`src/logic/rsup_regs.svh`:
```
// Register offsets, field positions, reset values and timing figures of the reset supervisor.
`ifndef RSUP_REGS_SVH
`define RSUP_REGS_SVH

`define RSUP_CTRL_OFS      8'h00
`define RSUP_RMON_OFS      8'h04
`define RSUP_STAT_OFS      8'h08

`define RSUP_FREQ_LSB      4
`define RSUP_DEB_LSB       1
`define RSUP_TRIG_BIT      0
`define RSUP_MODE_LSB      6
`define RSUP_DLY_LSB       4
`define RSUP_THLD_LSB      2

`define RSUP_CTRL_RST      8'h02
`define RSUP_RMON_RST      8'h18

`define RSUP_CLK_NS        10
`define RSUP_TICK_US       500
`define RSUP_TICK_CYCLES   (`RSUP_TICK_US * 1000 / `RSUP_CLK_NS)

`define RSUP_DEB0_US       500
`define RSUP_DEB1_US       10000
`define RSUP_DEB2_US       40000
`define RSUP_DEB3_US       160000
`define RSUP_DLY0_US       100000
`define RSUP_DLY1_US       50000
`define RSUP_DLY2_US       10000
`define RSUP_DLY3_US       1000

`define RSUP_FSW0_KHZ      12'h44c
`define RSUP_FSW1_KHZ      12'h672
`define RSUP_FSW2_KHZ      12'h898
`define RSUP_FSW3_KHZ      12'habe

`endif

```
`src/logic/rsup_pkg.sv`:
```
// Types shared by the reset supervisor files.
package rsup_pkg;
  typedef enum logic [1:0] {
    RSUP_MON_NONE   = 2'h0,
    RSUP_MON_BUCK4  = 2'h1,
    RSUP_MON_SUPPLY = 2'h2,
    RSUP_MON_ALL    = 2'h3
  } rsup_mode_t;

  typedef enum logic [1:0] {
    RSUP_HOLD     = 2'h0,
    RSUP_COUNT    = 2'h1,
    RSUP_RELEASED = 2'h3
  } rsup_rel_state_t;
endpackage

```
`src/logic/rsup_tick_div.sv`:
```
// Restartable divider that gives a one-cycle tick every CYCLES clocks.
`timescale 1ns/10ps
module rsup_tick_div #(
  parameter int CYCLES = 50000
) (
  input  wire logic aclk,
  input  wire logic aresetn,
  input  wire logic clear,
  output logic      tick
);
  localparam int W = $clog2(CYCLES + 1);
  localparam logic [W-1:0] LAST = W'(CYCLES - 1);

  logic [W-1:0] cnt_r;
  logic [W-1:0] cnt_nxt;
  logic         tick_r;
  logic         tick_nxt;

  always_comb begin
    cnt_nxt  = cnt_r + W'(1);
    tick_nxt = 1'b0;
    if (clear) begin
      cnt_nxt = '0;
    end else if (cnt_r == LAST) begin
      cnt_nxt  = '0;
      tick_nxt = 1'b1;
    end
  end

  always_ff @(posedge aclk) begin
    if (!aresetn) begin
      cnt_r  <= '0;
      tick_r <= 1'b0;
    end else begin
      cnt_r  <= cnt_nxt;
      tick_r <= tick_nxt;
    end
  end

  assign tick = tick_r & ~clear;
endmodule

```
`src/logic/rsup_top.sv`:
```
// Reset-output supervisor with power-on debounce, frequency decode and AXI4-Lite registers.
// Notes on behaviour
// RULE1: The frequency code decodes to 1.1, 1.65, 2.2 and 2.75 MHz upward, default the lowest.
// RULE2: The debounce code selects 0.5, 10, 40 or 160 ms, default 10 ms.
// RULE3: Debounce applies to the power-on pin only in edge-trigger mode, else the pin passes.
// RULE4: Debounce time comes from a fixed timebase that ignores the switching frequency.
// RULE5: Mode 00 drops reset on shutdown or supply undervoltage and releases after the delay.
// RULE6: Mode 01 releases reset once buck 4 power-good has been good for the whole delay.
// RULE7: In mode 01 a buck 4 switched off by the bus counts as good.
// RULE8: In mode 01 reset drops at once when buck 4 power-good falls.
// RULE9: Mode 10 holds reset high above the undervoltage level and drops it at once below it.
// RULE10: Code 10 picks supply monitoring, whose rising level comes from a threshold field.
// RULE11: Mode 11 releases reset after the delay once every enabled rail is good.
// RULE12: In mode 11 reset drops at once when any monitored power-good falls.
// RULE13: The delay code selects 100, 50, 10 or 1 ms, default 50 ms, on the fixed timebase.
// RULE14: A release condition that drops before the delay ends restarts the delay.
`timescale 1ns/10ps
`include "rsup_regs.svh"
module rsup_top #(
  parameter int NUM_RAILS   = 7,
  parameter int TICK_CYCLES = `RSUP_TICK_CYCLES
) (
  input  wire logic                 aclk,
  input  wire logic                 aresetn,
  input  wire logic [7:0]           s_axi_awaddr,
  input  wire logic                 s_axi_awvalid,
  output logic                      s_axi_awready,
  input  wire logic [31:0]          s_axi_wdata,
  input  wire logic [3:0]           s_axi_wstrb,
  input  wire logic                 s_axi_wvalid,
  output logic                      s_axi_wready,
  output logic [1:0]                s_axi_bresp,
  output logic                      s_axi_bvalid,
  input  wire logic                 s_axi_bready,
  input  wire logic [7:0]           s_axi_araddr,
  input  wire logic                 s_axi_arvalid,
  output logic                      s_axi_arready,
  output logic [31:0]               s_axi_rdata,
  output logic [1:0]                s_axi_rresp,
  output logic                      s_axi_rvalid,
  input  wire logic                 s_axi_rready,
  input  wire logic                 power_on_pin,
  input  wire logic                 shutdown_seq,
  input  wire logic                 powered_on,
  input  wire logic                 primary_supply_uvlo_ok,
  input  wire logic                 primary_supply_above_thld,
  input  wire logic                 buck4_power_good,
  input  wire logic                 buck4_enabled,
  input  wire logic [NUM_RAILS-1:0] rail_power_good,
  input  wire logic [NUM_RAILS-1:0] rail_enabled,
  output logic                      reset_output_n,
  output logic                      power_on_debounced,
  output logic [11:0]               switching_freq_khz,
  output logic [1:0]                supply_fail_threshold_select
);
  import rsup_pkg::*;

  // Register fields.
  logic [7:0]      ctrl_r;
  logic [7:0]      ctrl_nxt;
  logic [7:0]      rmon_r;
  logic [7:0]      rmon_nxt;
  logic [1:0]      freq_sel;
  logic [1:0]      power_on_debounce_select;
  logic            power_on_trigger_select;
  rsup_mode_t      reset_monitor_select;
  logic [1:0]      reset_release_delay_select;

  // Bus state.
  logic            aw_held_r;
  logic            aw_held_nxt;
  logic [7:0]      awaddr_r;
  logic [7:0]      awaddr_nxt;
  logic            w_held_r;
  logic            w_held_nxt;
  logic [31:0]     wdata_r;
  logic [31:0]     wdata_nxt;
  logic            wstrb0_r;
  logic            wstrb0_nxt;
  logic            bvalid_r;
  logic            bvalid_nxt;
  logic [1:0]      bresp_r;
  logic [1:0]      bresp_nxt;
  logic            rvalid_r;
  logic            rvalid_nxt;
  logic [31:0]     rdata_r;
  logic [31:0]     rdata_nxt;
  logic [1:0]      rresp_r;
  logic [1:0]      rresp_nxt;

  // Supervisor state.
  logic [NUM_RAILS-1:0] rail_ok;
  logic            rel_cond;
  logic            rel_tick;
  logic [8:0]      rel_target;
  logic [8:0]      rel_cnt_r;
  logic [8:0]      rel_cnt_nxt;
  rsup_rel_state_t rel_state_r;
  rsup_rel_state_t rel_state_nxt;
  logic            rst_out_r;
  logic            rst_out_nxt;
  logic            deb_tick;
  logic [8:0]      deb_target;
  logic [8:0]      deb_cnt_r;
  logic [8:0]      deb_cnt_nxt;
  logic            deb_stable_r;
  logic            deb_stable_nxt;
  logic            pon_out_r;
  logic            pon_out_nxt;
  logic [11:0]     fsw_r;
  logic [11:0]     fsw_nxt;

  assign freq_sel                   = ctrl_r[`RSUP_FREQ_LSB +: 2];
  assign power_on_debounce_select   = ctrl_r[`RSUP_DEB_LSB +: 2];
  assign power_on_trigger_select    = ctrl_r[`RSUP_TRIG_BIT];
  assign reset_monitor_select       = rsup_mode_t'(rmon_r[`RSUP_MODE_LSB +: 2]);
  assign reset_release_delay_select = rmon_r[`RSUP_DLY_LSB +: 2];
  // The analog comparator picks its rising level from this field.
  assign supply_fail_threshold_select = rmon_r[`RSUP_THLD_LSB +: 2]; // [RULE10]

  // AXI4-Lite slave: address and data may come in either order, one write at a time.
  assign s_axi_awready = ~aw_held_r & ~bvalid_r;
  assign s_axi_wready  = ~w_held_r & ~bvalid_r;
  assign s_axi_arready = ~rvalid_r;
  assign s_axi_bvalid  = bvalid_r;
  assign s_axi_bresp   = bresp_r;
  assign s_axi_rvalid  = rvalid_r;
  assign s_axi_rdata   = rdata_r;
  assign s_axi_rresp   = rresp_r;

  always_comb begin
    aw_held_nxt = aw_held_r;
    awaddr_nxt  = awaddr_r;
    w_held_nxt  = w_held_r;
    wdata_nxt   = wdata_r;
    wstrb0_nxt  = wstrb0_r;
    bvalid_nxt  = bvalid_r;
    bresp_nxt   = bresp_r;
    rvalid_nxt  = rvalid_r;
    rdata_nxt   = rdata_r;
    rresp_nxt   = rresp_r;
    ctrl_nxt    = ctrl_r;
    rmon_nxt    = rmon_r;
    if (s_axi_awvalid && s_axi_awready) begin
      aw_held_nxt = 1'b1;
      awaddr_nxt  = s_axi_awaddr;
    end
    if (s_axi_wvalid && s_axi_wready) begin
      w_held_nxt = 1'b1;
      wdata_nxt  = s_axi_wdata;
      wstrb0_nxt = s_axi_wstrb[0];
    end
    if (aw_held_r && w_held_r) begin
      aw_held_nxt = 1'b0;
      w_held_nxt  = 1'b0;
      bvalid_nxt  = 1'b1;
      bresp_nxt   = 2'h0;
      // All fields sit in byte lane 0, so other lanes are accepted and dropped.
      case (awaddr_r)
        `RSUP_CTRL_OFS: begin
          if (wstrb0_r) begin
            ctrl_nxt = wdata_r[7:0] & 8'h37;
          end
        end
        `RSUP_RMON_OFS: begin
          if (wstrb0_r) begin
            rmon_nxt = wdata_r[7:0] & 8'hfc;
          end
        end
        `RSUP_STAT_OFS: bresp_nxt = 2'h0;
        default:        bresp_nxt = 2'h2;
      endcase
    end
    if (bvalid_r && s_axi_bready) begin
      bvalid_nxt = 1'b0;
    end
    if (s_axi_arvalid && s_axi_arready) begin
      rvalid_nxt = 1'b1;
      rresp_nxt  = 2'h0;
      case (s_axi_araddr)
        `RSUP_CTRL_OFS: rdata_nxt = {24'h000000, ctrl_r};
        `RSUP_RMON_OFS: rdata_nxt = {24'h000000, rmon_r};
        `RSUP_STAT_OFS: rdata_nxt = {16'h0000, fsw_r[7:0], 3'h0, rel_state_r, pon_out_r,
                                     rel_cond, rst_out_r};
        default: begin
          rdata_nxt = 32'h00000000;
          rresp_nxt = 2'h2;
        end
      endcase
    end else if (rvalid_r && s_axi_rready) begin
      rvalid_nxt = 1'b0;
    end
  end

  always_ff @(posedge aclk) begin
    if (!aresetn) begin
      aw_held_r <= 1'b0;
      awaddr_r  <= 8'h00;
      w_held_r  <= 1'b0;
      wdata_r   <= 32'h00000000;
      wstrb0_r  <= 1'b0;
      bvalid_r  <= 1'b0;
      bresp_r   <= 2'h0;
      rvalid_r  <= 1'b0;
      rdata_r   <= 32'h00000000;
      rresp_r   <= 2'h0;
      ctrl_r    <= `RSUP_CTRL_RST;
      rmon_r    <= `RSUP_RMON_RST;
    end else begin
      aw_held_r <= aw_held_nxt;
      awaddr_r  <= awaddr_nxt;
      w_held_r  <= w_held_nxt;
      wdata_r   <= wdata_nxt;
      wstrb0_r  <= wstrb0_nxt;
      bvalid_r  <= bvalid_nxt;
      bresp_r   <= bresp_nxt;
      rvalid_r  <= rvalid_nxt;
      rdata_r   <= rdata_nxt;
      rresp_r   <= rresp_nxt;
      ctrl_r    <= ctrl_nxt;
      rmon_r    <= rmon_nxt;
    end
  end

  // A disabled rail cannot pull reset down.
  for (genvar i = 0; i < NUM_RAILS; i++) begin : g_rail
    assign rail_ok[i] = rail_power_good[i] | ~rail_enabled[i];
  end

  always_comb begin
    case (reset_monitor_select)
      RSUP_MON_NONE:   rel_cond = ~shutdown_seq & primary_supply_uvlo_ok;          // [RULE5]
      RSUP_MON_BUCK4:  rel_cond = buck4_power_good | ~buck4_enabled;               // [RULE6] [RULE7]
      RSUP_MON_SUPPLY: rel_cond = powered_on & primary_supply_above_thld;          // [RULE9] [RULE10]
      RSUP_MON_ALL:    rel_cond = &rail_ok;                                        // [RULE11]
      default:         rel_cond = 1'b0;
    endcase
  end

  always_comb begin
    case (reset_release_delay_select)
      2'h0:    rel_target = 9'(`RSUP_DLY0_US / `RSUP_TICK_US); // [RULE13]
      2'h1:    rel_target = 9'(`RSUP_DLY1_US / `RSUP_TICK_US);
      2'h2:    rel_target = 9'(`RSUP_DLY2_US / `RSUP_TICK_US);
      default: rel_target = 9'(`RSUP_DLY3_US / `RSUP_TICK_US);
    endcase
  end

  // The divider is held in clear while the condition is bad, so the delay starts exactly
  // when the condition rises and is never shortened by a stale partial tick.
  rsup_tick_div #(
    .CYCLES (TICK_CYCLES)
  ) u_rel_div (
    .aclk    (aclk),
    .aresetn (aresetn),
    .clear   (~rel_cond),
    .tick    (rel_tick)
  );

  always_comb begin
    rel_state_nxt = rel_state_r;
    rel_cnt_nxt   = rel_cnt_r;
    rst_out_nxt   = 1'b0;
    case (rel_state_r)
      RSUP_HOLD: begin
        rel_cnt_nxt = 9'h000;
        if (rel_cond) begin
          rel_state_nxt = RSUP_COUNT;
        end
      end
      RSUP_COUNT: begin
        if (rel_tick) begin
          rel_cnt_nxt = rel_cnt_r + 9'h001;
        end
        if (rel_cnt_r >= rel_target) begin
          rel_state_nxt = RSUP_RELEASED;
        end
      end
      RSUP_RELEASED: begin
        rst_out_nxt = 1'b1;
      end
      default: rel_state_nxt = RSUP_HOLD;
    endcase
    // Supply monitoring releases without any delay.
    if (reset_monitor_select == RSUP_MON_SUPPLY) begin
      rst_out_nxt = rel_cond; // [RULE9]
    end
    if (!rel_cond) begin
      rel_state_nxt = RSUP_HOLD;   // [RULE14]
      rel_cnt_nxt   = 9'h000;
      rst_out_nxt   = 1'b0;        // [RULE8] [RULE12]
    end
  end

  always_ff @(posedge aclk) begin
    if (!aresetn) begin
      rel_state_r <= RSUP_HOLD;
      rel_cnt_r   <= 9'h000;
      rst_out_r   <= 1'b0;
    end else begin
      rel_state_r <= rel_state_nxt;
      rel_cnt_r   <= rel_cnt_nxt;
      rst_out_r   <= rst_out_nxt;
    end
  end

  assign reset_output_n = rst_out_r;

  always_comb begin
    case (power_on_debounce_select)
      2'h0:    deb_target = 9'(`RSUP_DEB0_US / `RSUP_TICK_US); // [RULE2]
      2'h1:    deb_target = 9'(`RSUP_DEB1_US / `RSUP_TICK_US);
      2'h2:    deb_target = 9'(`RSUP_DEB2_US / `RSUP_TICK_US);
      default: deb_target = 9'(`RSUP_DEB3_US / `RSUP_TICK_US);
    endcase
  end

  // Fixed timebase, untouched by the switching-frequency field.
  rsup_tick_div #(
    .CYCLES (TICK_CYCLES)
  ) u_deb_div (
    .aclk    (aclk),
    .aresetn (aresetn),
    .clear   (power_on_pin == deb_stable_r), // [RULE4]
    .tick    (deb_tick)
  );

  always_comb begin
    deb_stable_nxt = deb_stable_r;
    deb_cnt_nxt    = 9'h000;
    if (power_on_pin != deb_stable_r) begin
      deb_cnt_nxt = deb_cnt_r + {8'h00, deb_tick};
      if (deb_cnt_r >= deb_target) begin
        deb_stable_nxt = power_on_pin;
        deb_cnt_nxt    = 9'h000;
      end
    end
    // Level mode bypasses the debounce filter entirely.
    pon_out_nxt = power_on_trigger_select ? deb_stable_nxt : power_on_pin; // [RULE3]
  end

  always_ff @(posedge aclk) begin
    if (!aresetn) begin
      deb_stable_r <= 1'b0;
      deb_cnt_r    <= 9'h000;
      pon_out_r    <= 1'b0;
    end else begin
      deb_stable_r <= deb_stable_nxt;
      deb_cnt_r    <= deb_cnt_nxt;
      pon_out_r    <= pon_out_nxt;
    end
  end

  assign power_on_debounced = pon_out_r;

  always_comb begin
    case (freq_sel)
      2'h0:    fsw_nxt = `RSUP_FSW0_KHZ; // [RULE1]
      2'h1:    fsw_nxt = `RSUP_FSW1_KHZ;
      2'h2:    fsw_nxt = `RSUP_FSW2_KHZ;
      default: fsw_nxt = `RSUP_FSW3_KHZ;
    endcase
  end

  always_ff @(posedge aclk) begin
    if (!aresetn) begin
      fsw_r <= `RSUP_FSW0_KHZ;
    end else begin
      fsw_r <= fsw_nxt;
    end
  end

  assign switching_freq_khz = fsw_r;

  freq_top_a: assert property (@(posedge aclk) disable iff (!aresetn) // [RULE1]
    (freq_sel == 2'h3) |=> (switching_freq_khz == 12'habe))
    else $error("Top frequency code did not decode to 2.75 MHz.");

  deb_map_a: assert property (@(posedge aclk) disable iff (!aresetn) // [RULE2]
    (power_on_debounce_select == 2'h1) |-> (deb_target == 9'h014))
    else $error("Debounce code 01 is not twenty ticks.");

  level_bypass_a: assert property (@(posedge aclk) disable iff (!aresetn) // [RULE3]
    !power_on_trigger_select |=> (power_on_debounced == $past(power_on_pin)))
    else $error("Power-on pin was filtered in level mode.");

  shutdown_drop_a: assert property (@(posedge aclk) disable iff (!aresetn) // [RULE5]
    (reset_monitor_select == RSUP_MON_NONE && shutdown_seq) |=> !reset_output_n)
    else $error("Reset stayed high during shutdown.");

  buck4_off_good_a: assert property (@(posedge aclk) disable iff (!aresetn) // [RULE7]
    (reset_monitor_select == RSUP_MON_BUCK4 && !buck4_enabled) |-> rel_cond)
    else $error("Disabled buck 4 was not treated as good.");

  buck4_fall_a: assert property (@(posedge aclk) disable iff (!aresetn) // [RULE8]
    (reset_monitor_select == RSUP_MON_BUCK4 && buck4_enabled && !buck4_power_good)
    |=> !reset_output_n)
    else $error("Reset did not drop when buck 4 power-good fell.");

  supply_follow_a: assert property (@(posedge aclk) disable iff (!aresetn) // [RULE9]
    (reset_monitor_select == RSUP_MON_SUPPLY) ##1 (reset_monitor_select == RSUP_MON_SUPPLY)
    |-> (reset_output_n == ($past(powered_on) & $past(primary_supply_above_thld))))
    else $error("Supply mode did not follow the supply level.");

  rail_fall_a: assert property (@(posedge aclk) disable iff (!aresetn) // [RULE12]
    (reset_monitor_select == RSUP_MON_ALL && !(&rail_ok)) |=> !reset_output_n)
    else $error("Reset did not drop on a rail fault.");

  delay_map_a: assert property (@(posedge aclk) disable iff (!aresetn) // [RULE13]
    (reset_release_delay_select == 2'h1) |-> (rel_target == 9'h064))
    else $error("Delay code 01 is not one hundred ticks.");

  release_after_a: assert property (@(posedge aclk) disable iff (!aresetn) // [RULE11]
    ($rose(reset_output_n) && reset_monitor_select != RSUP_MON_SUPPLY)
    |-> ($past(rel_state_r) == RSUP_RELEASED && $past(rel_cnt_r) >= $past(rel_target)))
    else $error("Reset released before the delay ran out.");

  restart_a: assert property (@(posedge aclk) disable iff (!aresetn) // [RULE14]
    !rel_cond |=> (rel_cnt_r == 9'h000 && rel_state_r == RSUP_HOLD))
    else $error("Release delay did not restart.");
endmodule
```
`config.mk`:
```
export PLATFORM = sky130hd
export DESIGN_NAME = rsup_top
export DESIGN_NICKNAME = d
export VERILOG_FILES = /design/src/logic/rsup_pkg.sv /design/src/logic/rsup_tick_div.sv /design/src/logic/rsup_top.sv
export VERILOG_INCLUDE_DIRS = /design/src /design/src/logic
export SDC_FILE = /design/constraint.sdc
export NUM_CORES = 1
export LEC_CHECK = 0
export BUFFER_PORTS_ARGS = -buffer_cell sky130_fd_sc_hd__buf_2
export CAP_MARGIN = 20
export CORE_UTILIZATION = 45
export CTS_CLUSTER_DIAMETER = 80
export DETAILED_ROUTE_END_ITERATION = 10
export PLACE_DENSITY = 0.79
export RECOVER_POWER = 25
export SYNTH_ARGS = -nofsm -noshare
export SYNTH_HDL_FRONTEND = slang
export SYNTH_SLANG_ARGS = --single-unit
```
`constraint.sdc`:
```
create_clock -name aclk -period 5.3 [get_ports aclk]
set_input_delay 0.795 -clock aclk [delete_from_list [all_inputs] [get_ports aclk]]
set_output_delay 0.795 -clock aclk [all_outputs]
set_load 0.1 [all_outputs]
```
==> impl_metrics.toml, run 1 <==
[sta]
rsz0062_at_grt = "false"
hold_slack_ns = 0.4635
final_hold_viol_count = 0
fin_ws_ns = 1.764
post-route-period-util = 0.6671
drv_slew = 0
min_period_ns = 3.536
max_freq_mhz = 282.8
maxSlewHeadroom = 0.06668
finalSetupViolations = 0
skew_ns = 0.006760
fin_tns_setup_ns = 0
worstMarginPinSlew_ns = 1.400

[route]
drc = 0
routed_via_density = 5.120
vias = 4393
wirelength_mm = 10.65
antenna_left = 0
wl_per_cell_um = 12.41
drtPass1Iterations = 6
drtIter0Drc = 193

[clocking]
cts_tree = "done"
cts_made_buffers = 9
clk_pin_slew_worst_paths_ns = 0.07
cts_num_sinks = 111
ctsRootBufferMaster = "clkbuf_16"
ctsResizeCount = 0
worstSkewPairLatency_ns = 0.35
cts_buffer_depth = 2
htree_levels = 3
ctsHoldBuffers = 0
cts_setup_buffers = 0

[power]
power_density_mw_per_mm2 = 286.1
leakage_nw = 2.557
ir_worst_vdd_mv = 0.1475

[final_layout]
drive_above_1_share = 0.1563
post-route-util = 0.5204
syn2layout_area_growth_pct = 12.76
fin_nets = 816
postLayoutCellArea_sq_mm = 0.006225

[yosys]
yosysTopAreaCellShare = 0.4025
synth_area_leaders = "dfxtp_1, ha_1, nand2_1, mux2i_1, buf_4"
yosysTopAreaCell = "dfxtp_1"
seq_area_frac_synth = 0.4025
synth_edf_count = 0
ys.warnings.count = 0
synthArstFlopShare = 0
synthFlopType = "dfxtp_1"
netlist_instances = 638
ys_ff_latch = 111
ys_types = 55
syn_area_per_cell_sq_um = 8.652
synth_area_sq_mm = 0.005520

[placement]
gp_congestion = 0.8067
port_buffers = 88
dpl-instance-area_sq_mm = 0.005913
dp_worst_setup_slack_ns = 2.536
dp_hpwl_mm = 7.659

[global_routing]
grt_overflow = 0
grt_usage = 0.1721
grt_pass1_wl_mm = 17.51
first_global_vias = 3853
antenna_found_initial = 1
grt_max_degree = 40

[die]
start_util = 0.4615
design.core.area_sq_mm = 0.01196
fp.dieW_um = 112.8
die_h_um = 112.8
num_rows = 40
io_pins = 137
die-area_sq_mm = 0.01271

[min_path]
hp-start = "s_axi_rdata[6]"
min_to = "s_axi_rdata[6]"
worstHoldPathCells = 2
hp-class = "flop to flop"

[setup_path]
r2r_cells = 4
setup.worst_path.start_class = "input pin"
critPathMaxFanout = 39
cp-end-kind = "flop"
cp_slowest_cell = "clkbuf_1"
worstPathArrival_ns = 3.79
cp.required_ns = 5.55
timing.rr.start = "rmon_r[7]"
slowest_delay_ns = 1.04
rrSetupSlack_ns = 2.88
regToRegEndpoint = "rel_state_r[1]"
worstSetupPathType = "input pin to flop"
path_common_cell = "clkbuf_1"
path_cells = "clkbuf_1 -> clkbuf_1 -> o21ai_2 -> a311oi_1"

[outcome]
status = "finished clean"

[run]
max-cap-violations = 0
-- layout by cell type (no fill, tap or decap), types with 4 or more instances in the layout --
master     count
a21boi_0      19
a21oi_1       21
a22oi_1        7
and2_1         6
and3_1         7
buf_2         87
clkbuf_1       5
clkbuf_16      9
conb_1        21
dfxtp_1      111
ha_1          31
inv_1         31
mux2i_1       22
nand2_1       68
nand2b_1       6
nand3_1       29
nand4_1        9
nor2_1        55
nor2b_1       26
nor3_1        23
nor3b_1        9
nor4_1         7
o2111ai_1      7
o211ai_1       4
o21ai_0       16
xnor2_1       17
xor2_1        19
-- per-stage QoR --
stage | power, mW | instances
3_3_place_gp | 1.079 | 841
6_report | 1.781 | 858
2_1_floorplan | 1.054 | 658
4_1_cts | 1.800 | 857
3_5_place_dp | 1.082 | 841
5_1_grt | 1.847 | 857
-- flip-flops by register name, indices dropped and copies added (netlist names), 8 cells and up --
register,flops
u_deb_div.cnt_r,16
awaddr_r,8
u_rel_div.cnt_r,16
wdata_r,8
rel_cnt_r,9
deb_cnt_r,9
s_axi_rdata,14
-- where the power goes --
group | total, mW | internal, mW | switching (mW) | leakage (nW)
combinational | 0.202 | 0.0426 | 0.159 | 1.51
sequential | 0.860 | 0.848 | 0.0115 | 0.899
clock | 0.719 | 0.419 | 0.301 | 0.152
total | 1.78 | 1.31 | 0.471 | 2.56
-- logic make-up after synthesis --
family	after synthesis	share of synthesized area
and+or+nand+nor	263	0.2418
DFF	111	0.4025
AOI/OAI and AO/OA	89	0.1083
buffers and inverters	85	0.07933
xor gates and xnor gates	36	0.05712
adders and majority gates	31	0.07026
muxes	22	0.03989
other	1	0.0006793
-- cells in the mapped netlist, types with 2 or more instances --
master / count
nand4_1: 9
o211ai_1: 4
mux2i_1: 22
nand2b_1: 6
o21a_1: 2
nor3_1: 23
buf_1: 3
a21boi_0: 19
a21oi_1: 21
buf_2: 5
and2_1: 8
nor2b_1: 26
nor4_2: 2
and3_1: 7
clkbuf_1: 17
nand3_1: 29
xnor2_1: 17
nor3b_1: 9
dfxtp_1: 111
o31ai_1: 2
or3_1: 2
or2_2: 2
a22oi_1: 7
nor2_1: 55
xor2_1: 19
o2111ai_1: 7
nand2_1: 68
ha_1: 31
inv_1: 31
nor4_1: 7
buf_4: 28
o21ai_0: 16
-- worst max-delay path: cells and delay by family --
family	cells	cell delay, ns
compound gates	2	0.94
buf+inv	2	2.03
-- final cells by class --
class                      count  area (sq um)
antenna                        1         2.502
clock buffer                  12         236.5
clock inverter                 4         77.57
fill                        1145          5737
inverter                      31         116.4
multi-input combinational    462          2935
sequential                   111          2222
tap                          147         183.9
timing repair buffer          90         450.4
-- routing by layer --
| layer | global-route usage | up-vias | routed length, um |
|---|---|---|---|
| met3 | 0.03535 | 16 | 530 |
| met1 | 0.2111 | 2003 | 5005 |
| li1 | - | 2261 | - |
| met4 | 0.08978 | 0 | 287 |
| met2 | 0.2860 | 113 | 4823 |
| met5 | 0 | - | 0 |
-- worst max-delay path by stage --
| stage | slack [ns] | from | cells after the start | endpoint |
|---|---|---|---|---|
| 2_1_floorplan | 2.37 | s_axi_rvalid | 6 | s_axi_rdata[2] |
| 3_3_place_gp | 2.56 | rail_enabled[0] | 6 | rel_state_r[1] |
| 3_5_place_dp | 2.54 | rail_enabled[6] | 6 | rel_state_r[1] |
| 4_1_cts | 2.89 | rail_power_good[2] | 6 | rel_state_r[1] |
| 5_1_grt | 1.38 | aresetn | 4 | rel_state_r[1] |
| 6_report | 1.76 | aresetn | 4 | rel_state_r[1] |
No activity file was read; power rests on OpenSTA's default activity.
==> inputs of run 2 (changes only) <==
clock period = 3.5 ns   (was 5.3 ns; I/O delays follow)
==> run 2 against run 1 <==
First-iteration DRC count rose by 22%. Combinational power up 52%. Sequential power grew 51%. Critical path depth is 1 lower. Clock skew barely moved. Worst setup slack lost 0.70 ns. Final area shrank 0.14%. Global-route usage about the same. Utilization is 0.073 points lower. Critical endpoint is now u_deb_div.cnt_r[15]. Largest cell class unchanged. Largest power group unchanged. Highest routed layer unchanged.
==> impl_metrics.toml, run 2 (same netlist as run 1, synthesis figures left out) <==
[power]
leakage_nw = 2.560
ir_worst_vdd_mv = 0.2262
power_density_mw_per_mm2 = 425.9

[final_layout]
syn2layout_area_growth_pct = 12.60
postLayoutCellArea_sq_mm = 0.006216
diodes = 0
final_common_cell = "dfxtp_1"
drive_above_1_share = 0.1587
fillerInstances = 1118
fin_nets = 818
final_cell_mix = "dfxtp_1, buf_2, nand2_1, nor2_1"

[route]
wirelength_mm = 10.69
routed_via_density = 5.070
drc = 0
wl_per_cell_um = 12.44
drtIter0Drc = 235
antenna_left = 0
drtPass1Iterations = 6
vias = 4355

[global_routing]
grt_overflow = 0
grt_pass1_wl_mm = 17.64
grt_max_degree = 40
antenna_found_initial = 0
first_global_vias = 3822
grt_usage = 0.1721

[die]
fp.dieW_um = 112.8
start_util = 0.4615
die_h_um = 112.8
design.core.area_sq_mm = 0.01196
num_rows = 40
io_pins = 137
die-area_sq_mm = 0.01271

[sta]
finalSetupViolations = 0
drv_slew = 0
maxSlewHeadroom = 0.02817
skew_ns = 0.007119
max_freq_mhz = 410.1
min_period_ns = 2.439
rsz0062_at_grt = "false"
worstMarginPinSlew_ns = 1.458
post-route-period-util = 0.6968
final_hold_viol_count = 0
fin_tns_setup_ns = 0

[clocking]
ctsHoldBuffers = 0
cts_setup_buffers = 0
worstSkewPairLatency_ns = 0.35
cts_buffer_depth = 2
cts_made_buffers = 9
clk_pin_slew_worst_paths_ns = 0.07
ctsResizeCount = 0
cts_tree = "done"
cts_num_sinks = 111
htree_levels = 3
ctsRootBufferMaster = "clkbuf_16"

[setup_path]
cp-end-kind = "flop"
cp.required_ns = 3.78
setup.worst_path.start_class = "input pin"
critPathMaxFanout = 39
worstPathArrival_ns = 2.71
worstSetupPathType = "input pin to flop"

[placement]
port_buffers = 88
dpl-instance-area_sq_mm = 0.005928
gp_congestion = 0.8286
dp_hpwl_mm = 7.716

[min_path]
hp-class = "input pin to flop"

[run]
max-cap-violations = 0

[outcome]
status = "finished clean"
run 2: changes by cell type in the layout (fill, tap and decap cells not counted):
cell	delta
and2_0	-2
and2_1	+2
buf_4	+1
bufinv_16	-1
clkinv_2	+1
diode_2	-1
inv_8	+1
run 2: metal layers:
layer  share of wire  up-vias  track usage
li1                -     2264            -
met1            0.48     1950       0.2230
met2            0.45      124       0.2794
met3           0.047       17      0.02732
met4           0.020        0      0.08533
met5               0        -            0
run 2: path summary, 6_finish.rpt:
path                   startpoint                  end  slack, ns  depth (start not counted)
hold / removal    s_axi_awaddr[1]          awaddr_r[1]       0.41                          3
hold reg to reg    s_axi_rdata[6]       s_axi_rdata[6]       0.46                          2
setup / recovery          aresetn  u_deb_div.cnt_r[15]       1.06                          3
setup reg to reg        ctrl_r[2]         deb_cnt_r[0]       1.12                          9
run 2: cell type report:
class / instances / area (sq um) / area share
well taps: 147 / 183.9 / 0.02959
flip-flops and latches: 111 / 2222 / 0.3575
multi-input cells: 462 / 2935 / 0.4722
repair buffers: 92 / 461.7 / 0.07428
clock inverters: 5 / 63.81 / 0.01027
clock buffers: 11 / 232.7 / 0.03744
inverters: 31 / 116.4 / 0.01872
run 2: where the power goes:
part / switching, mW / total, mW / internal [mW]
Sequential: 0.0175 / 1.30 / 1.28
Combinational: 0.242 / 0.307 / 0.0654
Clock: 0.473 / 1.04 / 0.565
run 2: critical path: stages:
cell	delay, ns
clkbuf_1	1.03
nand3_1	0.87
nor2_1	0.27
run 2: stage by stage:
| step | power (mW) | utilization | hold slack [ns] | instances | setup slack (ns) |
|---|---|---|---|---|---|
| floorplan | 1.596 | - | 0.4300 | 658 | 0.5730 |
| detailed placement | 1.640 | 0.4956 | 0.4501 | 843 | 1.175 |
| finish | 2.647 | 0.5197 | 0.4123 | 859 | 1.061 |
| global route | 2.745 | 0.5197 | 0.4172 | 859 | 0.7727 |
| global placement | 1.638 | 0.4956 | 0.4437 | 843 | 1.221 |
| CTS | 2.673 | 0.5204 | 0.4039 | 859 | 1.150 |
==> inputs of run 3 (changes only) <==
clock period = 2.4 ns   (was 3.5 ns; I/O delays follow)
==> run 3 against run 2 <==
Die area unchanged. Utilization increased by 0.95 points. Non-clock buffer count increased by 5. Worst hold slack got worse by 0.16 ns. Global-route usage increased by 0.53 points. Final area increased by 1.8%. Flip-flop and latch count unchanged. Sequential share of layout area decreased by 0.58 points. Power increased by 54%. First-iteration DRC count increased by 21%. Largest cell class unchanged. Highest routed layer unchanged.
==> impl_metrics.toml, run 3 (same netlist as run 1, synthesis figures left out) <==
[outcome]
status = "finished clean"

[final_layout]
fin_nets = 823
syn2layout_area_growth_pct = 14.66
final-seq-area_sq_mm = 0.002226
final_common_cell = "dfxtp_1"
diodes = 0
multiInputGateArea_sq_mm = 0.002955
drive_above_1_share = 0.1729
final_cell_mix = "dfxtp_1, buf_2, nand2_1, nor2_1, ha_1"
fillerInstances = 1135

[route]
antenna_left = 0
wirelength_mm = 10.53
wl_per_cell_um = 12.19
drtIter0Drc = 284
drc = 0
vias = 4370
routed_via_density = 5.058
drtPass1Iterations = 4

[clocking]
worstSkewPairLatency_ns = 0.35
cts_made_buffers = 9
ctsRootBufferMaster = "clkbuf_16"
ctsHoldBuffers = 0
cts_setup_buffers = 0
htree_levels = 3
clk_pin_slew_worst_paths_ns = 0.07
cts_num_sinks = 111
cts_tree = "done"
ctsResizeCount = 0
cts_buffer_depth = 2

[placement]
gp_congestion = 0.8098
dp_hpwl_mm = 7.729
port_buffers = 88

[power]
clock_power_share = 0.422
share_seq_of_total_power = 0.467
ir_worst_vdd_mv = 0.2702
p_sw_mw = 1.066
leakage_nw = 2.607
swShare = 0.2621
intPower_mw = 3.002
power_frac_comb = 0.110
power_density_mw_per_mm2 = 642.7
report.power.total_mw = 4.068

[setup_path]
cp-end-kind = "flop"
worstSetupPathType = "flop to flop"
r2r_cells = 9
regToRegEndpoint = "deb_cnt_r[8]"
cp.required_ns = 2.68
setup.worst_path.start_class = "flop"
timing.rr.start = "ctrl_r[2]"
rrSetupSlack_ns = 0.30
worstPathArrival_ns = 2.38
endpoint = "deb_cnt_r[8]"
critPathMaxFanout = 9
worstSetupStartpoint = "ctrl_r[2]"

[min_path]
hp-class = "input pin to flop"

[sta]
finalSetupViolations = 0
drv_slew = 0
skew_ns = 0.007862
rsz0062_at_grt = "false"
min_period_ns = 2.096
final_hold_viol_count = 0
post-route-period-util = 0.8734
worstMarginPinSlew_ns = 1.170
maxSlewHeadroom = 0.2234
fin_tns_setup_ns = 0
max_freq_mhz = 477.1

[die]
fp.dieW_um = 112.8
die_h_um = 112.8
io_pins = 137
die-area_sq_mm = 0.01271
design.core.area_sq_mm = 0.01196
num_rows = 40
start_util = 0.4615

[global_routing]
antenna_found_initial = 0
first_global_vias = 4009
grt_max_degree = 34
grt_overflow = 0
grt_pass1_wl_mm = 18.26
grt_usage = 0.1774

[run]
max-cap-violations = 0
==> run 3: area by class of cell <==
| cell class | count | share of cell area |
|---|---|---|
| flip-flops and latches | 111 | 0.3516 |
| clock buffers | 10 | 0.03617 |
| well taps | 147 | 0.02906 |
| repair buffers | 97 | 0.07887 |
| inverters | 31 | 0.01898 |
| multi-input cells | 462 | 0.4669 |
| clock inverters | 6 | 0.01838 |
==> run 3: metal layers <==
layer / GRT usage / part of all wire
met4: 0.06222 / 0.015
met1: 0.2270 / 0.49
met2: 0.2901 / 0.45
met3: 0.04606 / 0.050
met5: 0 / 0
==> run 3: worst max-delay path, cell delays in order, from the launching register on <==
cell and delay, ns:
dfxtp_1 0.41, inv_1 0.08, ha_1 0.27, inv_1 0.04, ha_1 0.16, nor4_1 0.22, o211ai_1 0.13, a31oi_1 0.28
nand3_2 0.24, nor2_1 0.20
==> run 3: power by group through the flow <==
stage / logic (mW) / registers [mW] / clock network (mW)
floorplan: 0.356 / 1.98 / 0
global placement: 0.450 / 1.94 / 0
detailed placement: 0.452 / 1.94 / 0
CTS: 0.453 / 1.90 / 1.75
global route: 0.481 / 1.91 / 1.83
finish: 0.450 / 1.90 / 1.72
==> run 3: worst min path at each step <==
stage | end | from | depth (start not counted) | slack (ns)
2_1_floorplan | u_deb_div.cnt_r[0] | u_deb_div.cnt_r[0] | 1 | 0.43
3_3_place_gp | u_deb_div.cnt_r[0] | u_deb_div.cnt_r[0] | 1 | 0.44
3_5_place_dp | u_deb_div.cnt_r[0] | u_deb_div.cnt_r[0] | 1 | 0.45
4_1_cts | awaddr_r[3] | s_axi_awaddr[3] | 3 | 0.24
5_1_grt | s_axi_rvalid | s_axi_arvalid | 2 | 0.24
6_report | s_axi_rvalid | s_axi_arvalid | 2 | 0.25
==> run 3: metrics by stage <==
stage,cell area [sq um],util,std cells,hold slack [ns],setup WS (ns)
after floorplan,5618,-,658,0.4300,0.1322
after global placement,5988,0.5006,848,0.4449,0.3084
after detailed placement,5988,0.5006,848,0.4520,0.2371
after CTS,6334,0.5295,864,0.2382,0.2083
after global routing,6330,0.5292,864,0.2443,0.05038
final,6330,0.5292,864,0.2496,0.3038
